==> config.mk <==
export PLATFORM = sky130hd
export DESIGN_NAME = reset_and_interrupt_control
export DESIGN_NICKNAME = d
export VERILOG_FILES = /design/src/verilog/ric_pkg.sv /design/src/verilog/reset_and_interrupt_control.sv
export SDC_FILE = /design/constraint.sdc
export NUM_CORES = 1
export LEC_CHECK = 0
export ABC_AREA = 1
export BUFFER_PORTS_ARGS = -buffer_cell sky130_fd_sc_hd__buf_2
export CORE_UTILIZATION = 45
export DETAILED_ROUTE_END_ITERATION = 8
export GPL_TIMING_DRIVEN = 0
export PLACE_DENSITY = 0.76
export SLEW_MARGIN = 20
export SYNTH_ARGS = -nofsm -noshare
export SYNTH_HDL_FRONTEND = slang
export SYNTH_SLANG_ARGS = --single-unit
export TNS_END_PERCENT = 20
==> constraint.sdc <==
create_clock -name pclk -period 1.7 [get_ports pclk]
set_clock_uncertainty 0.1 [all_clocks]
set_input_delay 0.34 -clock pclk [delete_from_list [all_inputs] [get_ports pclk]]
set_output_delay 0.34 -clock pclk [all_outputs]
set_load 0.1 [all_outputs]
==> src/verilog/ric_pkg.sv <==
package ric_pkg;

  localparam logic [7:0] IOR_ADDR = 8'hc8;
  localparam logic [7:0] STATUS_ADDR = 8'hcc;

  localparam int LES_BIT = 6;
  localparam int ESB_BIT = 5;
  localparam int GEN_BIT = 4;
  localparam logic [7:0] IOR_RESET = 8'h00;
  localparam logic [7:0] IOR_MASK = 8'h70;

  localparam int RESET_DELAY_CYCLES = 2048;
  localparam int FETCH_CYCLES = 2;
  localparam int WDG_IND_CYCLES = 4;
  localparam int CNT_W = 12;

  localparam logic [11:0] VEC_RESET = 12'hffe;
  localparam logic [11:0] VEC_NMI = 12'hffc;
  localparam logic [11:0] VEC_1 = 12'hff6;
  localparam logic [11:0] VEC_2 = 12'hff4;
  localparam logic [11:0] VEC_3 = 12'hff2;
  localparam logic [11:0] VEC_4 = 12'hff0;

  localparam logic [2:0] SRC_NMI = 3'h0;
  localparam logic [2:0] SRC_V1 = 3'h1;
  localparam logic [2:0] SRC_V2 = 3'h2;
  localparam logic [2:0] SRC_V3 = 3'h3;
  localparam logic [2:0] SRC_V4 = 3'h4;

  typedef enum logic [1:0] {
    ST_HOLD = 2'b00,
    ST_DELAY = 2'b01,
    ST_FETCH = 2'b10,
    ST_RUN = 2'b11
  } rst_state_type;

endpackage : ric_pkg

==> src/verilog/reset_and_interrupt_control.sv <==
// Summary of operation
// RULE1: any reset waits 2048 cycles first
// RULE2: reset vector fetch lasts two cycles
// RULE3: reset clears stack, loads 0FFEh
// RULE4: reset enters non-maskable mode until return
// RULE5: reset pin honoured in all modes
// RULE6: short reset pulse still gives full delay
// RULE7: pin reset halts core, pulls up ports
// RULE8: pin reset in stop restarts oscillator
// RULE9: watchdog resets like pin, brief pin pull
// RULE10: low voltage drives pin low throughout
// RULE11: maskable events latch while globally disabled
// RULE12: accepted request loads its fixed vector
// RULE13: reset beats all, nmi never nests
// RULE14: maskable never nest, vector 1 highest
// RULE15: interrupts wake wait; selected wake stop
// RULE16: nmi falling edge latched, cleared on entry
// RULE17: peripheral needs flag, local and global enable
// RULE18: vector 1 edge/level, vector 2 edge
// RULE19: edge latch holds one, cleared on entry
// RULE20: level mode stores nothing, sampled late
// RULE21: rising polarity switch latches one request
// RULE22: stuck active vector 2 pin blocks others
// RULE23: global enable gates all maskable sources
// RULE24: level select: 0 falling, 1 low level
// RULE25: polarity select: 0 falling, 1 rising
// RULE26: nmi without global enable never wakes
//
// Design decisions made here: the APB register port and the register offsets.
`timescale 1ns/10ps
`default_nettype none

module reset_and_interrupt_control #(
  parameter int RESET_DELAY = ric_pkg::RESET_DELAY_CYCLES,
  parameter int VEC2_PINS = 8,
  parameter bit VEC3_STOP_WAKE = 1'b1
) (
  input wire logic pclk,
  input wire logic presetn,
  input wire logic clk_en,
  input wire logic psel,
  input wire logic penable,
  input wire logic pwrite,
  input wire logic [7:0] paddr,
  input wire logic [31:0] pwdata,
  output logic [31:0] prdata,
  output logic pready,
  output logic pslverr,
  input wire logic reset_pin_n,
  output logic reset_pin_o,
  output logic reset_pin_oe,
  input wire logic wdg_expire,
  input wire logic lvd_low,
  input wire logic nmi_pin,
  input wire logic vec1_pin,
  input wire logic [VEC2_PINS-1:0] vec2_pins,
  input wire logic per3_flag,
  input wire logic per3_en,
  input wire logic per4_flag,
  input wire logic per4_en,
  input wire logic cpu_wait,
  input wire logic cpu_stop,
  input wire logic instr_done,
  input wire logic return_from_interrupt_instruction,
  output logic cpu_halt,
  output logic vec_fetch,
  output logic stack_clear,
  output logic ports_pullup,
  output logic osc_restart,
  output logic pc_load,
  output logic [11:0] pc_load_addr,
  output logic int_mode_nmi,
  output logic int_mode_mask,
  output logic wake
);

  ric_pkg::rst_state_type state_r;
  logic [ric_pkg::CNT_W-1:0] cnt_r;
  logic [2:0] wdg_cnt_r;
  logic oe_r;
  logic [7:0] ior_r;
  logic in_nmi_r;
  logic in_mask_r;
  logic nmi_prev_r;
  logic nmi_latch_r;
  logic v1_prev_r;
  logic v1_latch_r;
  logic v2_prev_r;
  logic v2_latch_r;
  logic pc_load_r;
  logic [11:0] pc_load_addr_r;
  logic pready_r;
  logic pslverr_r;
  logic [31:0] prdata_r;
  logic reset_req;
  logic gen;
  logic vec1_level_edge_select;
  logic vec2_edge_polarity;
  logic v1_req;
  logic v2_lvl;
  logic p3_req;
  logic p4_req;
  logic acc_valid;
  logic [2:0] acc_src;
  logic [11:0] acc_addr;
  logic fire;
  logic ior_wr;
  logic mask_any;
  logic stop_any;

  assign gen = ior_r[ric_pkg::GEN_BIT];
  assign vec1_level_edge_select = ior_r[ric_pkg::LES_BIT];
  assign vec2_edge_polarity = ior_r[ric_pkg::ESB_BIT];
  // RULE5 RULE9 all sources
  assign reset_req = !reset_pin_n || wdg_expire || lvd_low;
  // reset sequencer
  always_ff @(posedge pclk or negedge presetn) begin
    if (!presetn) begin
      state_r <= ric_pkg::ST_HOLD;
      cnt_r <= '0;
    end else if (clk_en) begin
      // RULE6 RULE13 restart sequence
      if (reset_req) begin
        state_r <= ric_pkg::ST_HOLD;
        cnt_r <= '0;
      end else begin
        case (state_r)
          ric_pkg::ST_HOLD: begin
            state_r <= ric_pkg::ST_DELAY;
            cnt_r <= '0;
          end
          ric_pkg::ST_DELAY: begin
            // RULE1 start-up delay
            if (cnt_r == ric_pkg::CNT_W'(RESET_DELAY - 1)) begin
              state_r <= ric_pkg::ST_FETCH;
              cnt_r <= '0;
            end else begin
              cnt_r <= cnt_r + 1'b1;
            end
          end
          ric_pkg::ST_FETCH: begin
            // RULE2 two-cycle fetch
            if (cnt_r == ric_pkg::CNT_W'(ric_pkg::FETCH_CYCLES - 1)) begin
              state_r <= ric_pkg::ST_RUN;
              cnt_r <= '0;
            end else begin
              cnt_r <= cnt_r + 1'b1;
            end
          end
          ric_pkg::ST_RUN: begin
            state_r <= ric_pkg::ST_RUN;
          end
          default: begin
            state_r <= ric_pkg::ST_HOLD;
          end
        endcase
      end
    end
  end
  // RULE7 RULE8 core and port effects
  assign cpu_halt = state_r != ric_pkg::ST_RUN;
  assign ports_pullup = state_r == ric_pkg::ST_HOLD;
  assign osc_restart = state_r == ric_pkg::ST_HOLD;
  // RULE3 stack emptied
  assign stack_clear = state_r == ric_pkg::ST_HOLD;
  assign vec_fetch = state_r == ric_pkg::ST_FETCH;
  // reset pin indication, open drain
  always_ff @(posedge pclk or negedge presetn) begin
    if (!presetn) begin
      wdg_cnt_r <= '0;
      oe_r <= 1'b0;
    end else if (clk_en) begin
      // RULE9 brief pull
      if (wdg_expire) begin
        wdg_cnt_r <= 3'(ric_pkg::WDG_IND_CYCLES);
      end else if (wdg_cnt_r != 3'h0) begin
        wdg_cnt_r <= wdg_cnt_r - 1'b1;
      end
      // RULE10 held while low supply
      oe_r <= lvd_low || wdg_expire || (wdg_cnt_r > 3'h1);
    end
  end

  assign reset_pin_o = 1'b0;
  assign reset_pin_oe = oe_r;
  // option register
  assign ior_wr = psel && penable && pready && pwrite && paddr == ric_pkg::IOR_ADDR;

  always_ff @(posedge pclk or negedge presetn) begin
    if (!presetn) begin
      ior_r <= ric_pkg::IOR_RESET;
    end else if (clk_en) begin
      if (state_r == ric_pkg::ST_HOLD) begin
        ior_r <= ric_pkg::IOR_RESET;
      end else if (ior_wr) begin
        ior_r <= pwdata[7:0] & ric_pkg::IOR_MASK;
      end
    end
  end
  // RULE16 nmi edge latch
  always_ff @(posedge pclk or negedge presetn) begin
    if (!presetn) begin
      nmi_prev_r <= 1'b1;
      nmi_latch_r <= 1'b0;
    end else if (clk_en) begin
      nmi_prev_r <= nmi_pin;
      if (state_r == ric_pkg::ST_HOLD) begin
        nmi_latch_r <= 1'b0;
      end else if (nmi_prev_r && !nmi_pin) begin
        nmi_latch_r <= 1'b1;
      end else if (fire && acc_src == ric_pkg::SRC_NMI) begin
        nmi_latch_r <= 1'b0;
      end
    end
  end
  // RULE18 RULE24 vector 1 edge or level
  always_ff @(posedge pclk or negedge presetn) begin
    if (!presetn) begin
      v1_prev_r <= 1'b1;
      v1_latch_r <= 1'b0;
    end else if (clk_en) begin
      v1_prev_r <= vec1_pin;
      if (state_r == ric_pkg::ST_HOLD || vec1_level_edge_select) begin
        v1_latch_r <= 1'b0;
      // RULE11 RULE19 latch once
      end else if (v1_prev_r && !vec1_pin) begin
        v1_latch_r <= 1'b1;
      end else if (fire && acc_src == ric_pkg::SRC_V1) begin
        v1_latch_r <= 1'b0;
      end
    end
  end
  // RULE20 level sampled at instruction end
  assign v1_req = vec1_level_edge_select ? !vec1_pin : v1_latch_r;

  // RULE22 RULE25 pins combined per polarity
  assign v2_lvl = vec2_edge_polarity ? |vec2_pins : ~&vec2_pins;

  always_ff @(posedge pclk or negedge presetn) begin
    if (!presetn) begin
      v2_prev_r <= 1'b0;
      v2_latch_r <= 1'b0;
    end else if (clk_en) begin
      v2_prev_r <= v2_lvl;
      if (state_r == ric_pkg::ST_HOLD) begin
        v2_latch_r <= 1'b0;
      // RULE19 one pending edge
      end else if (v2_lvl && !v2_prev_r) begin
        v2_latch_r <= 1'b1;
      // RULE21 spurious request on rising select
      end else if (ior_wr && pwdata[ric_pkg::ESB_BIT] && !vec2_edge_polarity) begin
        v2_latch_r <= 1'b1;
      end else if (fire && acc_src == ric_pkg::SRC_V2) begin
        v2_latch_r <= 1'b0;
      end
    end
  end
  // RULE17 RULE23 peripheral gating
  assign p3_req = per3_flag && per3_en && gen;
  assign p4_req = per4_flag && per4_en && gen;
  // arbitration
  always_comb begin
    acc_valid = 1'b0;
    acc_src = ric_pkg::SRC_NMI;
    acc_addr = ric_pkg::VEC_NMI;
    // RULE13 nmi preempts maskable only
    if (nmi_latch_r && !in_nmi_r) begin
      acc_valid = 1'b1;
    // RULE14 RULE23 fixed priority, no nesting
    end else if (gen && !in_nmi_r && !in_mask_r) begin
      if (v1_req) begin
        acc_valid = 1'b1;
        acc_src = ric_pkg::SRC_V1;
        acc_addr = ric_pkg::VEC_1;
      end else if (v2_latch_r) begin
        acc_valid = 1'b1;
        acc_src = ric_pkg::SRC_V2;
        acc_addr = ric_pkg::VEC_2;
      end else if (p3_req) begin
        acc_valid = 1'b1;
        acc_src = ric_pkg::SRC_V3;
        acc_addr = ric_pkg::VEC_3;
      end else if (p4_req) begin
        acc_valid = 1'b1;
        acc_src = ric_pkg::SRC_V4;
        acc_addr = ric_pkg::VEC_4;
      end
    end
  end

  assign fire = clk_en && instr_done && state_r == ric_pkg::ST_RUN && acc_valid;

  // interrupt mode flags
  always_ff @(posedge pclk or negedge presetn) begin
    if (!presetn) begin
      in_nmi_r <= 1'b1;
      in_mask_r <= 1'b0;
    end else if (clk_en) begin
      if (state_r != ric_pkg::ST_RUN) begin
        // RULE4 start in non-maskable mode
        in_nmi_r <= 1'b1;
        in_mask_r <= 1'b0;
      end else if (fire && acc_src == ric_pkg::SRC_NMI) begin
        in_nmi_r <= 1'b1;
      end else if (fire) begin
        in_mask_r <= 1'b1;
      end else if (return_from_interrupt_instruction) begin
        if (in_nmi_r) begin
          in_nmi_r <= 1'b0;
        end else begin
          in_mask_r <= 1'b0;
        end
      end
    end
  end

  assign int_mode_nmi = in_nmi_r;
  assign int_mode_mask = in_mask_r;
  // program counter load
  always_ff @(posedge pclk or negedge presetn) begin
    if (!presetn) begin
      pc_load_r <= 1'b0;
      pc_load_addr_r <= ric_pkg::VEC_RESET;
    end else if (clk_en) begin
      pc_load_r <= 1'b0;
      // RULE3 reset vector
      if (state_r == ric_pkg::ST_FETCH && !reset_req &&
          cnt_r == ric_pkg::CNT_W'(ric_pkg::FETCH_CYCLES - 1)) begin
        pc_load_r <= 1'b1;
        pc_load_addr_r <= ric_pkg::VEC_RESET;
      // RULE12 source vector
      end else if (fire) begin
        pc_load_r <= 1'b1;
        pc_load_addr_r <= acc_addr;
      end
    end
  end

  assign pc_load = pc_load_r;
  assign pc_load_addr = pc_load_addr_r;
  // RULE15 wake from low power
  assign mask_any = gen && (v1_req || v2_latch_r || p3_req || p4_req);
  assign stop_any = gen && (v1_req || v2_latch_r || (p3_req && VEC3_STOP_WAKE));
  // RULE26 nmi wakes only with global enable
  assign wake = (cpu_wait && ((nmi_latch_r && gen) || mask_any)) ||
                (cpu_stop && ((nmi_latch_r && gen) || stop_any));

  // apb slave, one wait state
  always_ff @(posedge pclk or negedge presetn) begin
    if (!presetn) begin
      pready_r <= 1'b0;
      pslverr_r <= 1'b0;
      prdata_r <= '0;
    end else if (clk_en) begin
      if (psel && penable && !pready_r) begin
        pready_r <= 1'b1;
        pslverr_r <= paddr != ric_pkg::IOR_ADDR && paddr != ric_pkg::STATUS_ADDR;
        prdata_r <= '0;
        if (!pwrite && paddr == ric_pkg::STATUS_ADDR) begin
          prdata_r <= {25'h0, state_r, v2_latch_r, v1_latch_r,
                       nmi_latch_r, in_mask_r, in_nmi_r};
        end
      end else begin
        pready_r <= 1'b0;
      end
    end
  end

  assign pready = pready_r && clk_en;
  assign pslverr = pslverr_r;
  assign prdata = prdata_r;
endmodule : reset_and_interrupt_control

`default_nettype wire

==> reports/results.ini, run 1 <==
[critical_path]
cp.arrival_ps = 1470
crit_end = wake
crit_type = reg -> out
path_max_fanout = 4
critPathLaunch = ior_r[6]
r2r_start = state_r[1]
cp.required_ps = 1260
r2r-end = cnt_r[1]
start_kind = flop
reg2reg_depth = 10
crit_path_end_kind = output pin
regToRegSetupSlack_ps = -10

[sta]
post-route-period-util = 1.13
rsz0062_at_grt = yes
slew_violations = 0
setup_violations = 8
relSlewSlack = 0.374
tightest_slew_ps = 939
fmax_mhz = 523
layout_min_cycle_time_ps = 1910
worst_slack_ps = -213
hold_violations = 0

[logic_synthesis]
synth_area_per_cell_um2 = 7.50
synthTopCellsByArea = dfrtp_1, buf_4, nand2_1
yosysSeqAreaShare = 0.366
yosys.area.top_type = dfrtp_1
ys_ff_latch = 42
syn_inst = 386
synth_top_area_share = 0.311
syn_area_um2 = 2900
ys_types = 35
ys_warn_count = 0

[placed_design]
portBuffers = 59
hpwlAfterDp_mm = 4.91
dp.cells = 553
pre_cts_slack_ps = -206
place_congestion = 0.849

[drt]
dr.pass1.iters = 4
drc_errors = 0
wl_per_cell_um = 12.0
via_per_inst = 4.87
wl_mm = 6.97
drtIter0Drc = 132
drtAntennaViolNets = 0
vias = 2822

[layout]
mostFrequentLayoutCell = nand2_1
antenna_cells = 0
fin_util = 0.656
layout_common_cells = nand2_1, buf_4, buf_2, inv_1, conb_1
stdcell_count = 580
nets = 580
drive_above_1_share = 0.382
area_delta_synth_final_pct = 37.3

[floorplanning]
initial_core_util = 0.478
num_io_pins = 124
die_w_um = 82.2
die_h_um = 82.2
core_area_um2 = 6060
num_rows = 28
die-area_um2 = 6760

[global_routing]
antenna_found_initial = 0
grt_util_all_layers = 0.209
grt_max_degree = 43
grt_pass1_vias = 2455
overflow = 0
grt_pass1_wl_mm = 10.8

[hold_path]
hold_class = in -> async

[clock_network]
cts_tree = done
cts_root_buffer = clkbuf_8
cts_buffers = 5
path_clk_slew_ps = 90
clock_sinks = 42
clk_latency_ps = 300
cts_hold_repair.buffers = 0
htreeDepth = 2
cts_buffer_depth = 2

[power_and_ir_drop]
vdd_drop_max_mv = 0.560
p_leak_uw = 0.00203
power_density_nw_per_um2 = 807

[run_status]
status = finished with violations
violations = setup timing

[run]
drv_cap = 0

==> report_power, final <==
group | internal (µW) | leakage [µW] | total [µW] | switching, µW
combinational | 371 | 0.00143 | 1290 | 916
sequential | 1080 | 0.000542 | 1130 | 53.4
clock | 433 | 0.0000579 | 791 | 359
total | 1880 | 0.00203 | 3210 | 1330
==> worst min-delay path by stage <==
stage / slack, ps / startpoint / end / cells after the start
global placement: 360 / pc_load_addr[1] / pc_load_addr[1] / 2
finish: 70 / presetn / ior_r[5] / 1
global route: 160 / presetn / ior_r[4] / 1
CTS: 120 / presetn / ior_r[4] / 1
detailed placement: 360 / pc_load_addr[1] / pc_load_addr[1] / 2
floorplan: -60 / presetn / cnt_r[0] / 0
==> registers in the layout, summed over array words and instances (netlist names), 2 cells and up <==
name          flops
ior_r             3
state_r           2
wdg_cnt_r         3
pc_load_addr      3
cnt_r            12
prdata            7
==> cell type report <==
cell class | count | area [µm²]
fillers | 507 | 2090
well taps | 75 | 93.8
repair buffers | 78 | 576
clock buffers | 5 | 68.8
inverters | 55 | 215
flip-flops and latches | 42 | 1060
plain buffers | 42 | 335
clock inverters | 3 | 40.0
multi-input cells | 280 | 1580
==> kinds of logic (layout without fill, tap and decap cells) <==
group                    count (synthesis)  after routing  synth area share
AND/OR/NAND/NOR                        174            174             0.290
adder cells (fa/ha/maj)                  9              9            0.0389
AO/OA/AOI/OAI                           60             60             0.118
other                                    2             35           0.00259
buffers and inverters                   97            183             0.178
flip-flops                              42             42             0.366
XOR/XNOR                                 2              2           0.00605
==> critical path, cell delays in order, from the launching register on <==
cell	delay [ps]
dfrtp_1	430
o21ai_2	190
nand4_2	130
o21ai_2	180
a21oi_4	80
buf_12	170
==> routing by layer <==
metal  share of wire  vias to the layer above  track usage
li1                -                     1409            -
met1            0.45                     1308        0.259
met2            0.48                       96        0.360
met3           0.056                        9       0.0440
met4          0.0098                        0       0.0632
met5               0                        -            0
==> repair_timing <==
| item | CTS | global route |
|---|---|---|
| setup endpoints to repair | 20 | 29 |
| setup buffers | 8 | 10 |
| pin swaps | 3 | 9 |
| gates cloned | 0 | 1 |
| gates resized for setup | 37 | 29 |
==> Yosys cell counts, drive strengths merged <==
library cell,number
o22ai,2
a21boi,3
nor4,2
o21ai,34
nand3b,1
buf,41
nor3,9
or2,1
nor2,39
ha,9
inv,55
xor2,2
clkbuf,1
dfrtp,36
dfstp,6
nand3,27
conb,2
nand2,84
a21oi,11
nand4,11
a31oi,3
o31ai,7
==> through the flow <==
step                      instance area [µm²]  TNS, ps  hold WS [ps]  total power [µW]
after floorplan                          3100    -1700         -55.6              2090
after global placement                   3480    -1120           356              2240
after detailed placement                 3480    -1240           356              2270
after CTS                                3760     -331           120              3150
after global routing                     3980    -1820           163              3360
final                                    3980     -405          72.5              3210
No activity file was read; power rests on OpenSTA's default activity.
==> run 2, diff against run 1 <==
--- a/config.mk
+++ b/config.mk
@@ -5,12 +5,10 @@
 export SDC_FILE = /design/constraint.sdc
 export NUM_CORES = 1
 export LEC_CHECK = 0
-export ABC_AREA = 1
 export BUFFER_PORTS_ARGS = -buffer_cell sky130_fd_sc_hd__buf_2
 export CORE_UTILIZATION = 45
 export DETAILED_ROUTE_END_ITERATION = 8
-export GPL_TIMING_DRIVEN = 0
-export PLACE_DENSITY = 0.76
+export PLACE_DENSITY = 0.77
 export SLEW_MARGIN = 20
 export SYNTH_ARGS = -nofsm -noshare
 export SYNTH_HDL_FRONTEND = slang
==> run 2 against run 1 <==
- the run still ends with setup timing left
- sequential cell count unchanged
- total power fell by 11%
- sequential share of layout area grew 0.72 points
- design area decreased by 3.0%
==> reports/results.ini, run 2 <==
[critical_path]
reg2reg_depth = 8  ; -2
critPathLaunch = cnt_r[1]
crit_slowest_cell = or3b_4
crit_family = simple AND/OR/NAND/NOR gates
path_cells = inv_1 > ha_1 > or3b_4 > or3_4 > buf_4 > nor2_4 > and4b_1 > a21oi_2
cp.arrival_ps = 2260  ; +790 ps
cp.required_ps = 1840  ; +580 ps
regToRegSetupSlack_ps = -430  ; -420 ps
slowest_delay_ps = 390  ; -40 ps
worst-path-buf-inv = 2  ; +1
crit_type = reg -> reg
path_max_fanout = 3  ; -1
start_kind = flop
crit_path_end_kind = flop
r2r-end = pc_load_addr[1]
r2r_start = cnt_r[1]

[logic_synthesis]
syn_area_um2 = 2730  ; -5.7%
ys_warn_count = 0  ; unchanged
synth_flop_cell = dfrtp_1
postSynth.asyncResetShare = 1.00  ; unchanged
synth.most_common_cell = buf_4
synth_edf_count = 0  ; unchanged
synth_area_per_cell_um2 = 9.04  ; +20%
ys_types = 55  ; +57%
yosysSeqAreaShare = 0.388  ; +0.0223
ys_ff_latch = 42  ; unchanged
yosys.area.top_type = dfrtp_1
syn_inst = 302  ; -22%
synth_common_cells = buf_4, dfrtp_1, nand2_1
synth_top_area_share = 0.330  ; +0.0190
synthTopCellsByArea = dfrtp_1, buf_4, dfstp_2

[clock_network]
clock_sinks = 42  ; unchanged
cts_buffer_depth = 2  ; unchanged
cts_tree = done
cts_root_buffer = clkbuf_8
cts_buffers = 5  ; unchanged
htreeDepth = 2  ; unchanged
clk_latency_ps = 290  ; about the same
path_clk_slew_ps = 80  ; about the same

[floorplanning]
die_w_um = 79.9  ; -2.8%
die_h_um = 79.9  ; -2.8%
initial_core_util = 0.481  ; +0.00312
num_rows = 27  ; -3.6%
num_io_pins = 124  ; unchanged
die-area_um2 = 6380  ; -5.6%
core_area_um2 = 5680  ; -6.4%

[layout]
largest_reg_flops = 12  ; unchanged
mostFrequentLayoutCell = buf_4
fin_util = 0.680  ; +0.0238
nFillCells = 429  ; -15%
antenna_cells = 0  ; unchanged
drive_above_1_share = 0.425  ; +0.0424
regMostFlops = cnt_r
area_delta_synth_final_pct = 41.4
layout_common_cells = buf_4, buf_2, dfrtp_1, conb_1, nand2_1
design_area_um2 = 3860  ; -3.0%
nets = 499  ; -14%

[sta]
worst_slack_ps = -428  ; -215 ps
rsz0062_at_grt = yes
tns_ps = -6100  ; -5690 ps
layout_min_cycle_time_ps = 2130  ; +215 ps
hold_violations = 0  ; unchanged
slew_violations = 0  ; unchanged
fmax_mhz = 470  ; -10%
setup_violations = 25  ; +17
post-route-period-util = 1.25  ; +0.126

[drt]
drtIter0Drc = 117  ; -11%
dr.pass1.iters = 4  ; unchanged
drc_errors = 0  ; unchanged
drtAntennaViolNets = 0  ; unchanged
wl_per_cell_um = 13.9  ; +15%
vias = 2609  ; -7.5%
via_per_inst = 5.26  ; +8.1%
wl_mm = 6.88  ; -1.4%

[run_status]
violations = setup timing
status = finished with violations

[global_routing]
antenna_found_initial = 0  ; unchanged
grt_pass1_vias = 2487  ; +1.3%
grt_util_all_layers = 0.218  ; +0.00995
grt_pass1_wl_mm = 10.9  ; +1.0%
overflow = 0  ; unchanged
grt_max_degree = 43  ; unchanged

[placed_design]
place_congestion = 0.886  ; +4.5%
hpwlAfterDp_mm = 5.18  ; +5.6%
pre_cts_slack_ps = -441  ; -235 ps
portBuffers = 59  ; unchanged
placed_cell_area_um2 = 3600  ; +3.3%

[hold_path]
min-delay-start = return_from_interrupt_instruction
holdPathStages = 2
whs_endpoint = int_mode_nmi
hold_class = in -> reg

[power_and_ir_drop]
totalPowerFinal_uw = 2850  ; -11%
vdd_drop_max_mv = 0.430  ; -23%
p_leak_uw = 0.00182  ; -10%
power_density_nw_per_um2 = 739  ; -8.5%

[run]
drv_cap = 0  ; unchanged

-- run 2: cell types whose count changed after synthesis, sizes merged, moves of 6 or more --
cell,delta
nand2,-56
inv,-34
nor2,-20
o21ai,-19
nand3,-18
a22o,+11
clkbuf,+6
o22ai,+6
or4,+6
-- run 2: repair_timing --
action / CTS / global route
setup buffers: 1 / 3
gates resized for setup: 25 / 13
endpoints found under the setup margin: 26 / 32
hold buffers: 1 / 0
endpoints found under the hold margin: 36 / 0
pin swaps: 10 / 4
-- run 2: layout make-up --
| cell class | instances | area [µm²] | area share |
|---|---|---|---|
| tap | 72 | 90.1 | 0.0234 |
| timing repair buffer | 126 | 968 | 0.251 |
| sequential | 42 | 1060 | 0.274 |
| multi-input combinational | 227 | 1550 | 0.402 |
| clock inverter | 2 | 37.5 | 0.00973 |
| clock buffer | 6 | 72.6 | 0.0188 |
| inverter | 21 | 81.3 | 0.0211 |
-- run 2: metrics by stage --
step           hold WS, ps  cells
6_report               149    496
2_1_floorplan        -55.6    335
3_3_place_gp           236    483
4_1_cts                147    493
5_1_grt                155    496
3_5_place_dp           233    483
-- run 2: per-layer routing --
| layer | global-route usage | wire length, µm | vias up |
|---|---|---|---|
| met1 | 0.244 | 2900 | 1252 |
| met3 | 0.0389 | 331 | 10 |
| met5 | 0 | 0 | - |
| li1 | - | - | 1264 |
| met2 | 0.420 | 3560 | 83 |
| met4 | 0.0589 | 87 | 0 |
-- run 2: cells by family after synthesis --
kind of cell | synth area share
AO/OA/AOI/OAI | 0.179
adder cells (fa/ha/maj) | 0.0413
buffers and inverters | 0.142
flip-flops | 0.388
multiplexers | 0.0316
other | 0.00275
AND/OR/NAND/NOR | 0.215
-- run 2: power by group --
part / switching, µW / internal [µW]
clock network: 359 / 439
logic: 704 / 257
registers: 35.6 / 1050
total: 1100 / 1750
-- run 2: worst max path at each step --
stage                      end  cells past startpoint
2_1_floorplan  pc_load_addr[2]                      5
3_3_place_gp          cnt_r[2]                      7
3_5_place_dp        state_r[1]                      7
4_1_cts                   wake                      6
5_1_grt        pc_load_addr[3]                      9
6_report       pc_load_addr[1]                      8
